$ cat config.mk
export PLATFORM = sky130hd
export DESIGN_NAME = txsw_top
export DESIGN_NICKNAME = d
export VERILOG_FILES = /design/src/txsw_pkg.sv /design/src/txsw_compose.sv /design/src/txsw_top.sv
export VERILOG_INCLUDE_DIRS = /design/src
export SDC_FILE = /design/constraint.sdc
export NUM_CORES = 1
export LEC_CHECK = 0
export BUFFER_PORTS_ARGS = -buffer_cell sky130_fd_sc_hd__buf_2
export CAP_MARGIN = 20
export CORE_MARGIN = 5
export CORE_UTILIZATION = 47
export CTS_BUF_LIST = sky130_fd_sc_hd__clkbuf_16
export CTS_CLUSTER_SIZE = 12
export DETAILED_ROUTE_END_ITERATION = 7
export GPL_TIMING_DRIVEN = 0
export HOLD_SLACK_MARGIN = 0.1
export PLACE_DENSITY = 0.92
export SLEW_MARGIN = 30
export SYNTH_ARGS = -nofsm -noshare
export SYNTH_HDL_FRONTEND = slang
export SYNTH_SLANG_ARGS = --single-unit
$ cat constraint.sdc
create_clock -name pclk -period 2 [get_ports pclk]
set_clock_uncertainty 0.15 [all_clocks]
set_input_delay 0.4 -clock pclk [delete_from_list [all_inputs] [get_ports pclk]]
set_output_delay 0.4 -clock pclk [all_outputs]
set_load 0.01 [all_outputs]
$ cat src/txsw_regs.svh
`ifndef TXSW_REGS_SVH
`define TXSW_REGS_SVH
// status word field positions
`define SW_B15 15
`define SW_FRM_CMP 14
`define SW_B13 13
`define SW_B12 12
`define SW_EOC 11
`define SW_B10 10
`define SW_PASS_CRC 9
`define SW_B8 8
`define SW_RSV_HI 7
`define SW_RSV_LO 3
`define SW_PRIO_HI 2
`define SW_PRIO_LO 0
// protocol types that carry priority
`define PROTO_PRIO_A 2'h2
`define PROTO_PRIO_B 2'h3
// register byte offsets
`define OFF_CTRL 12'h000
`define OFF_STAT 12'h004
`define OFF_INT_STAT 12'h008
`define OFF_INT_CLR 12'h00C
`define OFF_INT_EN 12'h010
`define OFF_LAST_SW 12'h014
// interrupt bit positions
`define INT_FRM 0
`define INT_EOC 1
`define INT_W 2
// reset values
`define CTRL_RST 32'h0000_0000
`endif

$ cat src/txsw_pkg.sv
package txsw_pkg;
  typedef enum logic [2:0] {
    st_idle = 3'b000,
    st_read = 3'b001,
    st_move = 3'b010,
    st_write = 3'b011,
    st_stop = 3'b100
  } sw_state_e;

  typedef struct packed {
    logic [15:0] word;
    logic valid;
  } sw_bus_s;

  typedef struct packed {
    logic crc_append;
    logic prio_en;
    logic [2:0] prio;
  } frame_opt_s;
endpackage

$ cat src/txsw_compose.sv
`timescale 1ns/1ps
`include "txsw_regs.svh"
module txsw_compose
(
  // request word and event
  input wire logic [15:0] req_word,
  input wire logic eoc,
  input wire logic [1:0] proto_type,
  // results
  output logic [15:0] cmp_word,
  output txsw_pkg::frame_opt_s opts
);
  always_comb
  begin
    // echo all host bits, then force adapter-owned ones
    cmp_word = req_word;
    cmp_word[`SW_FRM_CMP] = 1'b1;
    cmp_word[`SW_EOC] = eoc;
    // reserved field reads back zero in completion form
    cmp_word[`SW_RSV_HI:`SW_RSV_LO] = '0;
    // bit 14 and the other ignored bits never steer anything
    opts.crc_append = ~req_word[`SW_PASS_CRC];
    opts.prio_en = (proto_type == `PROTO_PRIO_A) ||
                   (proto_type == `PROTO_PRIO_B);
    opts.prio = opts.prio_en ?
                req_word[`SW_PRIO_HI:`SW_PRIO_LO] : 3'h0;
  end
endmodule

$ cat src/txsw_top.sv
// Function
// - bit 15 ignored on read, echoed back in completion word
// - pass-CRC set: last four bytes sent as check sequence, unchecked
// - pass-CRC clear: adapter generates and appends check sequence
// - protocol 2 or 3: priority driven on upper three tx data lines
// - other protocols: priority field unused
// - after frame enters FIFO, write word with frame-complete set
// - end-of-chain bit set regardless of interrupt enable
// - bits 13,12,10,9,8 and priority echoed unchanged
// - zero forward pointer: raise end-of-chain and stop after status
// - adapter overwrites same word location the host wrote
//
// The implementer's own choices: register access over APB and the register offsets.
`timescale 1ns/1ps
`include "txsw_regs.svh"
module txsw_top
(
  // clock and reset
  input wire logic pclk,
  input wire logic presetn,
  // apb slave
  input wire logic psel,
  input wire logic penable,
  input wire logic pwrite,
  input wire logic [11:0] paddr,
  input wire logic [31:0] pwdata,
  output logic [31:0] prdata,
  output logic pready,
  output logic pslverr,
  // list engine side: request word fetched from the list
  input wire logic req_valid,
  input wire logic [15:0] req_word,
  input wire logic fwd_ptr_zero,
  // frame mover: pulse when last byte entered the FIFO
  input wire logic frame_in_fifo,
  // memory write port for the status word location
  output logic sw_wr_valid,
  output logic [15:0] sw_wr_data,
  input wire logic sw_wr_ready,
  // per-frame options to the mac
  output logic crc_append,
  output logic [2:0] phy_tx_nibble_lines,
  output logic prio_valid,
  // channel state and interrupt
  output logic chan_stopped,
  output logic irq
);
  // ------------------------------------------------------------
  // state
  // ------------------------------------------------------------
  typedef struct packed {
    txsw_pkg::sw_state_e st;
    logic [15:0] req;
    logic last;
    txsw_pkg::sw_bus_s wr;
    logic [15:0] last_sw;
    logic [1:0] proto;
    logic [`INT_W-1:0] int_stat;
    logic [`INT_W-1:0] int_en;
    logic stopped;
    logic crc_append;
    logic [2:0] prio;
    logic prio_valid;
    logic [31:0] rdata;
  } state_s;

  state_s s_reg;
  state_s s_next;
  logic [15:0] cmp_word;
  txsw_pkg::frame_opt_s opts;
  logic wr_acc;
  logic rd_acc;

  txsw_compose u_compose
  (
    .req_word(s_reg.req),
    .eoc(s_reg.last),
    .proto_type(s_reg.proto),
    .cmp_word(cmp_word),
    .opts(opts)
  );

  function automatic logic [31:0] zext16(input logic [15:0] v);
    zext16 = {16'h0000, v};
  endfunction

  // ------------------------------------------------------------
  // next state
  // ------------------------------------------------------------
  always_comb
  begin
    logic [`INT_W-1:0] ev;
    ev = '0;
    s_next = s_reg;
    wr_acc = psel && penable && pwrite;
    rd_acc = psel && !penable && !pwrite;
    case (s_reg.st)
      txsw_pkg::st_idle:
      begin
        if (req_valid)
        begin
          s_next.req = req_word;
          s_next.last = fwd_ptr_zero;
          s_next.stopped = 1'b0;
          s_next.st = txsw_pkg::st_read;
        end
      end
      txsw_pkg::st_read:
      begin
        // options latched from the request word and protocol type for this frame
        s_next.crc_append = opts.crc_append;
        s_next.prio = opts.prio;
        s_next.prio_valid = opts.prio_en;
        s_next.st = txsw_pkg::st_move;
      end
      txsw_pkg::st_move:
      begin
        // status waits for the last byte in the FIFO
        if (frame_in_fifo)
        begin
          s_next.wr.word = cmp_word;
          s_next.wr.valid = 1'b1;
          s_next.st = txsw_pkg::st_write;
        end
      end
      txsw_pkg::st_write:
      begin
        if (sw_wr_ready)
        begin
          s_next.wr.valid = 1'b0;
          s_next.last_sw = s_reg.wr.word;
          s_next.prio_valid = 1'b0;
          // priority lines fall idle with their qualifier
          s_next.prio = 3'h0;
          ev[`INT_FRM] = 1'b1;
          if (s_reg.last)
          begin
            ev[`INT_EOC] = 1'b1;
            s_next.stopped = 1'b1;
            s_next.st = txsw_pkg::st_stop;
          end
          else
          begin
            s_next.st = txsw_pkg::st_idle;
          end
        end
      end
      txsw_pkg::st_stop:
      begin
        // channel stays stopped until a new request arrives
        if (req_valid)
        begin
          s_next.req = req_word;
          s_next.last = fwd_ptr_zero;
          s_next.stopped = 1'b0;
          s_next.st = txsw_pkg::st_read;
        end
      end
      default:
      begin
        s_next.st = txsw_pkg::st_idle;
      end
    endcase

    // ------------------------------------------------------------
    // apb registers
    // ------------------------------------------------------------
    if (wr_acc)
    begin
      case (paddr)
        `OFF_CTRL: s_next.proto = pwdata[1:0];
        `OFF_INT_EN: s_next.int_en = pwdata[`INT_W-1:0];
        `OFF_INT_CLR:
          s_next.int_stat = s_reg.int_stat & ~pwdata[`INT_W-1:0];
        default: ;
      endcase
    end
    // set wins over a same-cycle clear
    s_next.int_stat = s_next.int_stat | ev;

    if (rd_acc)
    begin
      case (paddr)
        `OFF_CTRL: s_next.rdata = {30'h0, s_reg.proto};
        `OFF_STAT: s_next.rdata = {28'h0, s_reg.stopped, s_reg.st};
        `OFF_INT_STAT: s_next.rdata = {30'h0, s_reg.int_stat};
        `OFF_INT_EN: s_next.rdata = {30'h0, s_reg.int_en};
        `OFF_LAST_SW: s_next.rdata = zext16(s_reg.last_sw);
        default: s_next.rdata = 32'h0000_0000;
      endcase
    end
  end

  // ------------------------------------------------------------
  // registers
  // ------------------------------------------------------------
  always_ff @(posedge pclk or negedge presetn)
  begin
    if (!presetn)
    begin
      s_reg <= '0;
      s_reg.st <= txsw_pkg::st_idle;
      s_reg.crc_append <= 1'b1;
    end
    else
    begin
      s_reg <= s_next;
    end
  end

  // ------------------------------------------------------------
  // outputs
  // ------------------------------------------------------------
  assign prdata = s_reg.rdata;
  // no wait states; read data registered in setup
  assign pready = 1'b1;
  assign pslverr = 1'b0;
  assign sw_wr_valid = s_reg.wr.valid;
  assign sw_wr_data = s_reg.wr.word;
  assign crc_append = s_reg.crc_append;
  assign phy_tx_nibble_lines = s_reg.prio;
  assign prio_valid = s_reg.prio_valid;
  assign chan_stopped = s_reg.stopped;
  assign irq = |(s_reg.int_stat & s_reg.int_en);
endmodule

==> out/results.tsv <==
stage	metric	value	unit
status	status	finished, final reports clean	
sta	hold_violations	0	
place	gp_congestion	0.755	
place	port_buffers	62	
synthesis	synth_commonest_cells	59 x dfrtp_1, 53 x buf_4, 34 x mux2_1, 12 x a22o_1, 10 x nand2_1	
sta	period_share	96.3	%
worst_setup_path	worstPathArrival	1.98	ns
sta	worstMarginPinSlew	0.745	ns
sta	setup_viol	0	
synthesis	yosysWarningCount	0	
grt	grt_usage	15.9	%
worst_setup_path	crit_path_start_kind	primary input	
synthesis	yosys_register_bits	60	
grt	antenna_found_initial	0	
die	num_io_pins	127	
sta	setup_ws	0.0747	ns
routing	routed_via_density	4.73	
layout	antennaDiodeCount	0	
cts	clockBufferDepth	2	
grt	grt_start_max_net_pins	61	
routing	route.vias.total	1949	
synthesis	yosys-top-cells-area	dfrtp_1 51%, buf_4 14%, mux2_1 13%, a22o_1 3.7%, a32o_1 1.4%	
worst_setup_path	worst-path-max-fanout	7	
layout	num-fill-cells	510	
cts	post_cts_buffers	0	
grt	top_usage_layer	met2	
synthesis	avgSynthCellArea	12.3	sq um
synthesis	yosysTopAreaCell	dfrtp_1	
grt	met2_usage	27.4	%
layout	largest_reg_flops	30	
worst_setup_path	critical_path_class	primary input to flip-flop	
synthesis	async_flop_share	100	%
place	place_ws	-0.258	ns
worst_setup_path	path_delay_family	simple AND/OR/NAND/NOR gates	
grt	global_route.usage.met1	18.5	%
routing	wirelength	5880	microns
layout	areaGrowthSynthToFinish	27.9	%
synthesis	syn_inst	234	
routing	drtPass1Iterations	4	
power	p_leak	1.93	nW
worst_setup_path	reg2regPathDepth	5	
worst_hold_path	worstHoldStart	req_word[0]	
power	peakVddDrop	0.800	mV
grt	grt_use_met3	3.26	%
worst_hold_path	whs_endpoint	s_reg[78]	
grt	grt_pass1_wl	9290	microns
die	rows	28	
cts	cts_buffers	9	
worst_setup_path	critPathCaptureType	flip-flop	
worst_setup_path	cp_cell_sequence	buf_2, or4_4, nor3_4, and4b_4, mux2_4	
routing	ant_nets	0	
worst_setup_path	critPathSlowestCell	or4_4	
job	drv_cap	0	
layout	design_area	0.00368	sq mm
synthesis	ys_types	38	
sta	rsz0062_at_grt	no	
die	coreArea	0.00596	sq mm
worst_setup_path	r2r-end	s_reg[57]	
cts	cts.sinks	60	
cts	cts_tree	done	
worst_setup_path	cp_num_cells	5	
sta	slew-limit-headroom	50.3	%
worst_setup_path	critPathRequiredTime	2.05	ns
die	start_util	48.3	%
routing	drc	0	
routing	routedWlPerCell	14.3	microns
layout	fin_nets	402	
worst_setup_path	r2r_start	s_reg[96]	
routing	drt-initial-drc-count	75	
worst_setup_path	rrSetupSlack	0.10	ns
place	place_area	0.00338	sq mm
cts	cts.clk_slew.worst_paths	0.05	ns
power	power_density	1200	mW/mm^2
die	die_height	88.3	microns
place	hpwl	4410	microns
layout	finish.utilization	61.8	%
sta	fin_crit	1.93	ns
worst_hold_path	hold_depth	2	
worst_setup_path	max_stage_delay	0.54	ns
synthesis	ys_seq_area_share	52.2	%
grt	grt_overflow	0	
sta	drv_slew	0	
worst_hold_path	hp-class	primary input to flip-flop	
cts	clk_latency	0.32	ns
cts	htreeDepth	3	
die	die_x	88.3	microns
grt	grt_pass1_vias	1970	
synthesis	syn_area	0.00288	sq mm
synthesis	synth-main-ff-cell	dfrtp_1	
die	dieArea	0.00779	sq mm
synthesis	synth_edf_count	0	
synthesis	yosysMostFrequentCell	dfrtp_1	
worst_setup_path	path_buf_inv	1	
layout	layout-drive-gt1-share	43.0	%
cts	cts_root_buffer	clkbuf_16	
synthesis	yosys.area.top_type_share	51.3	%
sta	fmax	0.519	GHz
-- timing repair --
| item | in CTS | in global routing |
|---|---|---|
| setup endpoints to repair | 15 | 14 |
| pin swaps | 0 | 0 |
| resized for setup | 2 | 4 |
| hold endpoints to repair | 59 | 0 |
| cloned | 0 | 0 |
| hold buffers | 1 | 0 |
-- how the worst max path moves through the flow --
stage | from | slack [ns] | to
floorplan | paddr[7] | -0.04 | s_reg[42]
global placement | paddr[7] | -0.22 | s_reg[42]
detailed placement | paddr[7] | -0.26 | s_reg[43]
CTS | s_reg[95] | 0.03 | sw_wr_data[8]
global route | paddr[7] | 0.02 | s_reg[43]
finish | paddr[7] | 0.07 | s_reg[43]
-- cell usage in the layout (no fill, tap or decap), types with 5 or more instances in the layout --
master      n
mux2_1     34
a22o_1     12
nor2_1      6
buf_4      55
clkbuf_16   9
conb_1     27
dfrtp_1    58
nand2_1    10
o21ai_1     5
buf_2      64
-- metrics by stage --
stage | power, mW | hold WS (ns) | setup TNS, ns | instances
after CTS | 4.45 | 0.136 | 0 | 412
after detailed placement | 3.01 | 0.300 | -2.46 | 396
final | 4.43 | 0.143 | 0 | 412
after floorplan | 2.61 | -0.0456 | -0.0830 | 259
after global placement | 2.94 | 0.271 | -1.58 | 396
after global routing | 4.68 | 0.150 | 0 | 412
-- area by class of cell --
class                      count  area (sq um)  area share [%]
sequential                    60          1500            40.9
multi-input combinational    135          1030            27.9
buffer                        61           448            12.2
timing repair buffer          63           323            8.77
clock buffer                   9           225            6.12
tap                           75          93.8            2.55
clock inverter                 6          48.8            1.33
inverter                       3          11.3           0.306
-- logic make-up after synthesis --
group,Yosys count,share of synthesized area [%]
other,2,0.261
multiplexers,40,15.8
flip-flops,60,52.2
buffers and inverters,64,15.7
AND/OR/NAND/NOR,40,8.47
AO/OA/AOI/OAI,28,7.52
-- layer usage --
metal  part of all wire [%]  vias to the layer above
met1                     40                      934
li1                       -                      935
met5                      0                        -
met3                    7.7                       12
met2                     50                       68
met4                    2.4                        0
-- power breakdown --
group,total (mW),leakage [nW],internal (mW),switching (mW)
logic,1.14,1.04,0.615,0.523
clock network,1.42,0.140,0.932,0.491
registers,1.87,0.744,1.60,0.267
total,4.43,1.93,3.15,1.28
No activity file was read; power rests on OpenSTA's default activity.
